===== config.mk =====
export PLATFORM = sky130hd
export DESIGN_NAME = iocp_top
export DESIGN_NICKNAME = d
export VERILOG_FILES = /design/src/iocp_pkg.sv /design/src/iocp_phase_if.sv /design/src/iocp_phase_decide.sv /design/src/iocp_top.sv
export VERILOG_INCLUDE_DIRS = /design/src
export SDC_FILE = /design/constraint.sdc
export NUM_CORES = 1
export LEC_CHECK = 0
export BUFFER_PORTS_ARGS = -buffer_cell sky130_fd_sc_hd__buf_2
export CAP_MARGIN = 20
export CORE_UTILIZATION = 61
export DETAILED_ROUTE_END_ITERATION = 12
export GPL_ROUTABILITY_DRIVEN = 0
export HOLD_SLACK_MARGIN = 0.1
export PLACE_DENSITY = 0.94
export SLEW_MARGIN = 20
export SYNTH_ARGS = -nofsm -noshare
export SYNTH_HDL_FRONTEND = slang
export SYNTH_SLANG_ARGS = --single-unit

===== constraint.sdc =====
create_clock -name core_clk -period 7.9 [get_ports core_clk]
set_input_delay 0.395 -clock core_clk [delete_from_list [all_inputs] [get_ports core_clk]]
set_output_delay 0.395 -clock core_clk [all_outputs]
set_load 0.05 [all_outputs]

===== src/iocp_defs.svh =====
// offsets, field positions, reset values and timing counts of the
// three-phase instantaneous overcurrent block
// assumes a 10 MHz core clock and magnitudes in whole percent of nominal
//
// Function
// - operation setting off, peak or fundamental; off
// - start threshold 20..3000 percent, reset 200
// - trip without added delay above threshold
// - block input forces all trips off
// - doubling input doubles the threshold everywhere
// - one trip flag per phase, own current
// - general trip is OR of phase trips
// - on/off event on every trip change
// - operate under 15 or 25 ms
// - release under 40 or 60 ms
`ifndef IOCP_DEFS_SVH
`define IOCP_DEFS_SVH

// register indices
`define IOCP_ADDR_CTRL 4'h0
`define IOCP_ADDR_START 4'h1
`define IOCP_ADDR_STATE 4'h2
`define IOCP_ADDR_EVT 4'h3
`define IOCP_ADDR_MASK 4'h4

// field layout
`define IOCP_CTRL_MODE_W 2
`define IOCP_START_W 12
`define IOCP_THR_W 13
`define IOCP_MAG_W 16
`define IOCP_EVT_W 8
`define IOCP_EVT_OFF_LSB 4

// settings and reset values
`define IOCP_START_MIN 12'h014
`define IOCP_START_MAX 12'hBB8
`define IOCP_START_RST 12'h0C8
`define IOCP_MASK_RST 8'h00

// reset ratio 0.85 as 85/100
`define IOCP_RATIO_NUM 24'h000055
`define IOCP_RATIO_DEN 24'h000064

// timing
`define IOCP_CLK_KHZ 10000
`define IOCP_RESET_TIME_PEAK_MS 40
`define IOCP_RESET_TIME_FUND_MS 60
`define IOCP_RESET_CYC_PEAK (`IOCP_RESET_TIME_PEAK_MS * `IOCP_CLK_KHZ)
`define IOCP_RESET_CYC_FUND (`IOCP_RESET_TIME_FUND_MS * `IOCP_CLK_KHZ)
`define IOCP_STALE_W 20

`endif


===== src/iocp_pkg.sv =====
// types of the three-phase instantaneous overcurrent block
// assumes iocp_defs.svh for numeric constants
package iocp_pkg;

  typedef enum logic [1:0] {
    IOCP_MODE_OFF = 2'h0,
    IOCP_MODE_PEAK = 2'h1,
    IOCP_MODE_FUND = 2'h2
  } iocp_mode_t;

  typedef logic [15:0] iocp_mag_t;
  typedef logic [12:0] iocp_thr_t;

endpackage


===== src/iocp_phase_if.sv =====
// carrier between the top and one phase decision
// assumes a single clock domain
`timescale 1ns/1ps
interface iocp_phase_if;
  iocp_pkg::iocp_mag_t mag;
  iocp_pkg::iocp_thr_t thr_eff;
  logic en;
  logic strobe;
  logic trip;

  modport src (output mag, output thr_eff, output en, output strobe,
    input trip);
  modport dec (input mag, input thr_eff, input en, input strobe,
    output trip);
endinterface


===== src/iocp_phase_decide.sv =====
// one phase threshold decision with reset-ratio hysteresis
// assumes magnitude and threshold in the same percent unit
`timescale 1ns/1ps
`include "iocp_defs.svh"
module iocp_phase_decide (
  // clock and reset
  input wire logic core_clk,
  input wire logic reset_n,
  // phase carrier
  iocp_phase_if.dec ph
);

  logic trip_q;
  logic trip_d;
  logic [23:0] mag_scaled;
  logic [23:0] thr_scaled;

  // compare 100*mag against 85*threshold for the drop-out level
  assign mag_scaled = 24'(ph.mag) * `IOCP_RATIO_DEN;
  assign thr_scaled = 24'(ph.thr_eff) * `IOCP_RATIO_NUM;

  always_comb begin
    trip_d = trip_q;
    if (!ph.en) begin
      trip_d = 1'b0;
    end else if (ph.strobe) begin
      if (!trip_q) begin
        trip_d = (ph.mag > 16'(ph.thr_eff));
      end else begin
        trip_d = !(mag_scaled < thr_scaled);
      end
    end
  end

  always_ff @(posedge core_clk) begin
    if (!reset_n) begin
      trip_q <= 1'b0;
    end else begin
      trip_q <= trip_d;
    end
  end

  assign ph.trip = trip_q;

endmodule


===== src/iocp_top.sv =====
// three-phase instantaneous overcurrent decision with register port
// assumes magnitudes valid on sample_valid_in, all inputs synchronous
//
// Chosen here: the address map and strobed register access.
`timescale 1ns/1ps
`include "iocp_defs.svh"
module iocp_top #(
  parameter int unsigned STALE_CYC_PEAK = `IOCP_RESET_CYC_PEAK,
  parameter int unsigned STALE_CYC_FUND = `IOCP_RESET_CYC_FUND
) (
  // clock and reset
  input wire logic core_clk,
  input wire logic reset_n,
  // register port
  input wire logic [3:0] reg_addr,
  input wire logic [15:0] reg_wdata,
  input wire logic reg_wr,
  input wire logic reg_rd,
  output logic [15:0] reg_rdata,
  // measurement front end
  input wire logic sample_valid_in,
  input wire logic [2:0][15:0] peak_mag_in,
  input wire logic [2:0][15:0] fund_mag_in,
  // binary inputs
  input wire logic function_block_in,
  input wire logic threshold_double_in,
  // trip outputs
  output logic phase1_trip_out,
  output logic phase2_trip_out,
  output logic phase3_trip_out,
  output logic general_trip_out,
  // events and interrupt
  output logic [3:0] trip_event_out,
  output logic [3:0] trip_event_on_out,
  output logic irq_out
);

  iocp_pkg::iocp_mode_t mode_q;
  iocp_pkg::iocp_mode_t mode_d;
  logic [11:0] start_q;
  logic [11:0] start_d;
  logic [7:0] evt_q;
  logic [7:0] evt_d;
  logic [7:0] mask_q;
  logic [7:0] mask_d;
  logic [15:0] rdata_q;
  logic [15:0] rdata_d;
  logic [3:0] trip_q;
  logic [3:0] trip_d;
  logic [3:0] chg_q;
  logic [3:0] chg_d;
  logic irq_q;
  logic irq_d;
  logic [19:0] stale_q;
  logic [19:0] stale_d;
  logic stale;
  logic fn_en;
  iocp_pkg::iocp_thr_t thr_eff;
  logic [2:0] phase_trip;
  logic [7:0] new_evt;
  logic [7:0] evt_clr;
  logic [19:0] stale_lim;

  // threshold and enable shared by all phases
  assign thr_eff = threshold_double_in ? {start_q, 1'b0}
                                       : {1'b0, start_q};
  assign fn_en = (mode_q != iocp_pkg::IOCP_MODE_OFF)
               && !function_block_in
               && !stale;

  // lost samples release trips two cycles after the mode's reset count is reached
  assign stale_lim = (mode_q == iocp_pkg::IOCP_MODE_PEAK)
                   ? 20'(STALE_CYC_PEAK) : 20'(STALE_CYC_FUND);
  assign stale = (stale_q >= stale_lim);

  always_comb begin
    stale_d = stale_q;
    if (sample_valid_in) begin
      stale_d = 20'h00000;
    end else if (!stale) begin
      stale_d = stale_q + 20'h00001;
    end
  end

  always_ff @(posedge core_clk) begin
    if (!reset_n) begin
      stale_q <= 20'h00000;
    end else begin
      stale_q <= stale_d;
    end
  end

  // per-phase decisions
  for (genvar g = 0; g < 3; g++) begin : gen_phase
    iocp_phase_if ph ();
    assign ph.mag = (mode_q == iocp_pkg::IOCP_MODE_PEAK)
                  ? peak_mag_in[g]
                  : fund_mag_in[g];
    assign ph.thr_eff = thr_eff;
    assign ph.en = fn_en;
    assign ph.strobe = sample_valid_in;
    assign phase_trip[g] = ph.trip;
    iocp_phase_decide u_dec (
      .core_clk(core_clk),
      .reset_n(reset_n),
      .ph(ph.dec)
    );
  end

  // trip outputs and change detection
  always_comb begin
    trip_d = {|phase_trip, phase_trip};
    chg_d = trip_d ^ trip_q;
    new_evt = {chg_q & ~trip_q, chg_q & trip_q};
  end

  always_ff @(posedge core_clk) begin
    if (!reset_n) begin
      trip_q <= 4'h0;
      chg_q <= 4'h0;
    end else begin
      trip_q <= trip_d;
      chg_q <= chg_d;
    end
  end

  // register file
  always_comb begin
    mode_d = mode_q;
    start_d = start_q;
    mask_d = mask_q;
    evt_clr = 8'h00;
    rdata_d = 16'h0000;
    if (reg_wr) begin
      case (reg_addr)
        `IOCP_ADDR_CTRL: begin
          if (reg_wdata[1:0] != 2'h3) begin
            mode_d = iocp_pkg::iocp_mode_t'(reg_wdata[1:0]);
          end
        end
        `IOCP_ADDR_START: begin
          if (reg_wdata < 16'(`IOCP_START_MIN)) begin
            start_d = `IOCP_START_MIN;
          end else if (reg_wdata > 16'(`IOCP_START_MAX)) begin
            start_d = `IOCP_START_MAX;
          end else begin
            start_d = reg_wdata[11:0];
          end
        end
        `IOCP_ADDR_EVT: begin
          evt_clr = reg_wdata[7:0];
        end
        `IOCP_ADDR_MASK: begin
          mask_d = reg_wdata[7:0];
        end
        default: begin
        end
      endcase
    end
    if (reg_rd) begin
      case (reg_addr)
        `IOCP_ADDR_CTRL: rdata_d = {14'h0000, mode_q};
        `IOCP_ADDR_START: rdata_d = {4'h0, start_q};
        `IOCP_ADDR_STATE: rdata_d = {11'h000, stale, trip_q};
        `IOCP_ADDR_EVT: rdata_d = {8'h00, evt_q};
        `IOCP_ADDR_MASK: rdata_d = {8'h00, mask_q};
        default: rdata_d = 16'h0000;
      endcase
    end
    // a new event wins over a clear in the same cycle
    evt_d = (evt_q & ~evt_clr) | new_evt;
    irq_d = |(evt_d & mask_d);
  end

  always_ff @(posedge core_clk) begin
    if (!reset_n) begin
      mode_q <= iocp_pkg::IOCP_MODE_OFF;
      start_q <= `IOCP_START_RST;
      mask_q <= `IOCP_MASK_RST;
      evt_q <= 8'h00;
      rdata_q <= 16'h0000;
      irq_q <= 1'b0;
    end else begin
      mode_q <= mode_d;
      start_q <= start_d;
      mask_q <= mask_d;
      evt_q <= evt_d;
      rdata_q <= rdata_d;
      irq_q <= irq_d;
    end
  end

  assign reg_rdata = rdata_q;
  assign phase1_trip_out = trip_q[0];
  assign phase2_trip_out = trip_q[1];
  assign phase3_trip_out = trip_q[2];
  assign general_trip_out = trip_q[3];
  assign trip_event_out = chg_q;
  assign trip_event_on_out = trip_q;
  assign irq_out = irq_q;

endmodule


==> results.cfg, run 1 <==
[status]
status = finished, final reports clean

[pwr]
switching_share = 0.459
ir_drop_mv = 0.107
p_per_area_nw_per_um2 = 186
power.switching_mw = 1.19
pwr-share-clk = 0.187
power_mw = 2.60
combPwrFrac = 0.667
pwr-share-seq = 0.146
p_int_mw = 1.41
leakagePower_nw = 7.26

[cts]
cts-root-buf = clkbuf_16
htree_levels = 3
cts_buffer_depth = 2
clock-sinks = 74
cts_buffers = 9
cts_resized = 0
cts_setup_buffers = 0
hold_buffers = 0
cts_tree = yes
insertion_delay_ps = 340
clk_transition_reported_paths_ps = 70

[logic_synthesis]
synth_area_per_cell_um2 = 8.28
syn_area_um2 = 12700
yosys_register_bits = 74
synthArstFlopShare = 0
yosysWarnings = 0
yosysSeqAreaShare = 0.117
synthCells = 1528
yosysUniqueCellTypes = 89
synth_edf_count = 0
synthFlopType = dfxtp_1

[floorplan]
io-pin-count = 152
die_x_um = 146
dieArea_um2 = 21300
placementRows = 52
initial_core_util = 0.623
dieHeight_um = 146
core_um2 = 20300

[critical_path]
crit_arrival_ps = 7040
cpLargestDelayFamily = adder cells
critPathMaxFanout = 7
endpoint_kind = flip-flop
cp_data_required_time_ps = 8120
path_class = flip-flop to flip-flop
startpoint_type = flip-flop
crit_buf_inv = 4
slowest_delay_ps = 650
path_cells = nor2b_1, ha_1, inv_1, fa_1, inv_1, ha_1, inv_1, fa_1, inv_1, ha_1, a21oi_2, o22ai_1, a21oi_1, a311oi_2, a21o_1, a21oi_1, xor2_1, ha_1, a2111oi_0, o21ai_0, nor2_1, o211ai_1, a31oi_1, a211oi_1
cp_slowest_cell = nor2b_1

[placement]
dp.final_hpwl_mm = 29.0
place_inst = 1924
io_buffers = 147

[timing]
finClkSkew_ps = 8.07
period_minus_slack_ps = 6820
fin_crit_sh = 0.863
max_freq_mhz = 147
slew_headroom = 0.455
tightest_slew_ps = 806
hold_viol_final = 0
drv_slew = 0
rsz0062_at_grt = false
tns_ps = 0
setup_violations = 0

[finish]
layout-drive-gt1-share = 0.124
final_cells = 1941
area_growth_pct = 10.7
fin_nets = 2144
fillers = 1405

[worst_hold_path]
hold_path.class = input port to flip-flop

[drt]
routed_wl_mm = 37.1
drt-pass1-iter-count = 8
wl_per_cell_um = 19.1
vias = 12300
viasPerCell = 6.33
antenna_left = 0
drcViolationCount = 0
drt_first_iter_violations = 1125

[grt]
grt_pass1_wl_mm = 60.1
busiest_layer = met2
grt_pass1_vias = 12700
groute.usage.overall = 0.351
gr-usage-met2 = 0.595
grt-ovfl-total = 0
grtUsageMet1 = 0.385
grt_use_met3 = 0.0944
antenna_found_initial = 0
grt_start_max_net_pins = 44

[flow_run]
drv_cap = 0
## cell usage after synthesis (8+ instances only)
cell      number  area (um^2)
inv_1        234          878
a22oi_1       11         82.6
a21o_1        25          188
o22ai_1        9         56.3
a21oi_1       77          385
nand4_1       13         81.3
xor2_1        29          254
nor2b_1       35          219
dfxtp_1       74         1480
mux2i_1       51          510
o21ai_0       50          250
xnor2_1       44          385
nor2_1        79          297
nand2_1      129          484
and3_1        11         68.8
o21bai_1      10         75.1
clkbuf_1      14         52.6
o211ai_1      12         90.1
and2_1        19          119
a31oi_1       11         68.8
buf_4          8         60.1
o21a_1        11         82.6
nor3_1        24          120
nand3_1       32          160
nand2b_1      11         68.8
ha_1         305         3820
a211oi_1      12         90.1
fa_1          51         1020
## kinds of logic (layout without fill, tap and decap cells)
kind of cell / after synthesis / in the layout / synth area share
AO/OA/AOI/OAI: 305 / 305 / 0.169
XOR/XNOR: 74 / 74 / 0.0518
adder cells (fa/ha/maj): 359 / 359 / 0.385
buffers and inverters: 268 / 407 / 0.0824
flip-flops: 74 / 74 / 0.117
multiplexers: 51 / 51 / 0.0403
other: 1 / 5 / 0.000296
AND/OR/NAND/NOR: 396 / 396 / 0.154
## worst register-to-register path: cells and delay by family (launching register included)
kind / cells / cell delay (ps)
fa+ha+maj: 6 / 2420
compound gates: 11 / 2200
buf+inv: 4 / 270
flops: 1 / 470
simple gates: 2 / 800
xor+xnor: 1 / 540
## metal layers
layer  vias up  share of wire
met2       781           0.47
met5         -              0
met3       257           0.10
li1       5585              -
met1      5662           0.36
met4         0          0.067
## state kept, by name, indices dropped and copies added, names as in the netlist
register and flops:
mode_q 2, gen_phase.u_dec.ph.trip 3, start_q 12, stale_q 20
evt_q 8, irq_out 1, mask_q 8, trip_event_out 4
trip_event_on_out 4, reg_rdata 12
## power groups by stage
stage | registers, mW | clock network, mW | logic, mW
after floorplan | 0.387 | 0 | 1.25
after global placement | 0.387 | 0 | 1.57
after detailed placement | 0.387 | 0 | 1.67
after CTS | 0.379 | 0.484 | 1.69
after global routing | 0.379 | 0.499 | 1.93
final | 0.380 | 0.485 | 1.73
## final timing paths
path                                          startpoint                                       to  slack, ps  depth (start not counted)
worst max-delay path             start_q[0]$_SDFFE_PN0P_  gen_phase[2].u_dec.ph.trip$_SDFFE_PN0P_       1080                         24
worst min-delay path                        reg_wdata[4]                  start_q[4]$_SDFFE_PN0P_        350                          3
worst max register to register   start_q[0]$_SDFFE_PN0P_  gen_phase[2].u_dec.ph.trip$_SDFFE_PN0P_       1080                         24
worst min register to register  start_q[10]$_SDFFE_PN0P_                 reg_rdata[10]$_SDFF_PN0_        530                          1
## area by class of cell
cell class / count / area [um^2] / area share
Multi-Input combinational cell: 1189 / 10100 / 0.724
Sequential cell: 74 / 1480 / 0.106
Inverter: 234 / 878 / 0.0627
Timing Repair Buffer: 157 / 811 / 0.0579
Tap cell: 270 / 338 / 0.0241
Clock buffer: 9 / 225 / 0.0161
Clock inverter: 7 / 124 / 0.00885
Antenna cell: 1 / 2.50 / 0.000179
## placed cells by master, fill, tap and decap left out, drive strengths merged, types with 8 or more instances in the layout
master	n
nand4	13
o21bai	10
fa	51
o21ai	55
o22ai	10
a211oi	13
nor2	80
inv	236
and3	11
nand2	130
a31oi	13
and2	19
buf	157
ha	305
mux2i	51
a22oi	11
nand2b	11
o21a	12
dfxtp	74
a21oi	78
nand3	33
a21o	28
o211ai	12
clkbuf	9
o31ai	8
xnor2	45
xor2	29
nor3	24
nor2b	35
## per-stage QoR
| stage | cell area, um^2 | utilization | setup slack (ps) | hold slack [ps] |
|---|---|---|---|---|
| floorplan | 12700 | - | 1330 | 462 |
| global placement | 13600 | 0.672 | 1140 | 485 |
| detailed placement | 13600 | 0.672 | 889 | 509 |
| CTS | 14000 | 0.690 | 1190 | 341 |
| global route | 14000 | 0.690 | 707 | 366 |
| finish | 14000 | 0.690 | 1080 | 351 |
Power figures use the tool's default switching activity.
==> run 2: changes to the inputs <==
--- a/config.mk
+++ b/config.mk
@@ -8,11 +8,14 @@
 export LEC_CHECK = 0
 export BUFFER_PORTS_ARGS = -buffer_cell sky130_fd_sc_hd__buf_2
 export CAP_MARGIN = 20
-export CORE_UTILIZATION = 61
+export CELL_PAD_IN_SITES_DETAIL_PLACEMENT = 2
+export CELL_PAD_IN_SITES_GLOBAL_PLACEMENT = 2
+export CORE_MARGIN = 10
+export CORE_UTILIZATION = 37
 export DETAILED_ROUTE_END_ITERATION = 12
 export GPL_ROUTABILITY_DRIVEN = 0
 export HOLD_SLACK_MARGIN = 0.1
-export PLACE_DENSITY = 0.94
+export PLACE_DENSITY = 0.95
 export SLEW_MARGIN = 20
 export SYNTH_ARGS = -nofsm -noshare
 export SYNTH_HDL_FRONTEND = slang
==> run 2 against run 1 <==
Compared with the run above:
- count of clock-buffer cells in the layout did not move
- register-to-register slack got worse by 710 ps
- core utilization fell by 27 points
- final cell count rose by 9.2%
- first-iteration DRC count fell by 18%
- highest routed layer is now met5
==> results.cfg, run 2 (synthesis gave the netlist of run 1 again) <==
[drt]
drt-pass1-iter-count = 7
antenna_left = 0
drt_first_iter_violations = 918
wl_per_cell_um = 30.7
routed_wl_mm = 65.1
viasPerCell = 6.22
vias = 13200
drcViolationCount = 0

[critical_path]
r2r-start = mode_q[1]$_SDFFE_PN0P_
reg2reg_depth = 24
path_cells = nand2b_2, inv_2, buf_4, mux2i_1, inv_1, ha_1, ha_1, inv_1, fa_1, inv_1, ha_1, a21oi_1, o21bai_1, a21oi_1, o211ai_1, a31oi_1, xnor2_1, ha_1, nor4b_1, a41o_1, a31oi_1, a21oi_1, o211ai_1, o21ai_1
endpoint_kind = flip-flop
cp_common_cell = ha_1
startpoint_type = flip-flop
endpoint = gen_phase[1].u_dec.ph.trip$_SDFFE_PN0P_
r2r_end = gen_phase[1].u_dec.ph.trip$_SDFFE_PN0P_
cp_slowest_cell = inv_2
path_class = flip-flop to flip-flop
slowest_delay_ps = 740
crit_arrival_ps = 7820
cp_data_required_time_ps = 8200
r2r_slack_ps = 370
critPathMaxFanout = 34
cp-startpoint = mode_q[1]$_SDFFE_PN0P_

[status]
status = finished, final reports clean

[grt]
antenna_found_initial = 1
grt-ovfl-total = 0
grt_pass1_vias = 15700
grt_pass1_wl_mm = 98.2
groute.usage.overall = 0.305
grt_start_max_net_pins = 44

[timing]
slew_headroom = 0.361
setup_violations = 0
period_minus_slack_ps = 7530
finClkSkew_ps = 18.4
fin_crit_sh = 0.953
hold_slack_ps = 368
tightest_slew_ps = 959
rsz0062_at_grt = false
tns_ps = 0
drv_slew = 0
max_freq_mhz = 133
hold_viol_final = 0

[floorplan]
placementRows = 67
core_um2 = 33600
die_x_um = 205
io-pin-count = 152
dieHeight_um = 205
initial_core_util = 0.376
dieArea_um2 = 42000

[finish]
final_area_um2 = 14200
seq_area_um2 = 1480
fin_nets = 2145
diodes = 0
layout_common_cells = 305 x ha_1, 233 x inv_1, 147 x buf_2, 129 x nand2_1, 79 x nor2_1
largest_reg_flops = 20
area_growth_pct = 12.1
fillers = 3765
multi_input_comb_area_um2 = 10100
top_register = stale_q
layout-drive-gt1-share = 0.125
layout_commonest_cell = ha_1

[cts]
cts_tree = yes
htree_levels = 3
hold_buffers = 0
cts_buffer_depth = 2
cts_buffers = 9
cts_setup_buffers = 0
clock-sinks = 74
clk_transition_reported_paths_ps = 80
insertion_delay_ps = 380
cts-root-buf = clkbuf_16
cts_resized = 0

[flow_run]
drv_cap = 0

[placement]
placed_area_um2 = 13900
io_buffers = 147
dp.final_hpwl_mm = 47.0

[worst_hold_path]
hold_path.class = input port to flip-flop
hp-start = reg_wdata[4]

[pwr]
ir_drop_mv = 0.167
leakagePower_nw = 7.24
p_per_area_nw_per_um2 = 205
power_mw = 2.91
[run 2: changes by cell type in the layout (fill, tap and decap cells not counted), sizes merged]
cell      before  now
buf          157  158
diode          1    0
clkinvlp       1    2
bufinv         3    1
clkinv         1    2
[run 2: power by group]
group	leakage [nW]	switching (mW)	internal, mW	total (mW)
Clock	0.142	0.207	0.247	0.454
Combinational	6.51	1.31	0.763	2.07
Sequential	0.597	0.00462	0.376	0.380
Total	7.24	1.52	1.39	2.91
[run 2: through the flow]
stage	std cells	util	setup slack (ps)
final	2119	0.422	375
after global routing	2119	0.422	85.1
after CTS	2119	0.422	494
after detailed placement	2103	0.413	465
after global placement	2103	0.413	1080
after floorplan	1531	-	1330
[run 2: worst min path at each step]
stage                          endpoint  slack [ps]  cells past startpoint
3_5_place_dp   reg_rdata[10]$_SDFF_PN0_         530                      1
6_report        start_q[4]$_SDFFE_PN0P_         370                      3
4_1_cts         start_q[4]$_SDFFE_PN0P_         360                      3
3_3_place_gp   start_q[10]$_SDFFE_PN0P_         490                      2
2_1_floorplan  start_q[10]$_SDFFE_PN0P_         460                      2
5_1_grt         start_q[4]$_SDFFE_PN0P_         380                      3
[run 2: cell type report]
| type | instances | share of cell area |
|---|---|---|
| clock buffers | 9 | 0.0159 |
| clock inverters | 7 | 0.00538 |
| inverters | 234 | 0.0619 |
| multi-input cells | 1189 | 0.715 |
| flip-flops and latches | 74 | 0.104 |
| well taps | 448 | 0.0395 |
| repair buffers | 158 | 0.0577 |
[run 2: per-layer routing]
| layer | track usage | routed length [um] | up-vias |
|---|---|---|---|
| met5 | 0 | 14 | - |
| met4 | 0.231 | 5220 | 2 |
| met3 | 0.0679 | 4160 | 344 |
| met2 | 0.542 | 32300 | 671 |
| met1 | 0.306 | 23500 | 6568 |
| li1 | - | - | 5591 |
[run 2: worst max-delay path: cells and delay by family (launching register included)]
family	cells	cell delay, ps
compound gates	10	2380
flops	1	380
simple gates	2	710
buf+inv	5	1430
xor+xnor	1	150
fa+ha+maj	5	1970
mux	1	430
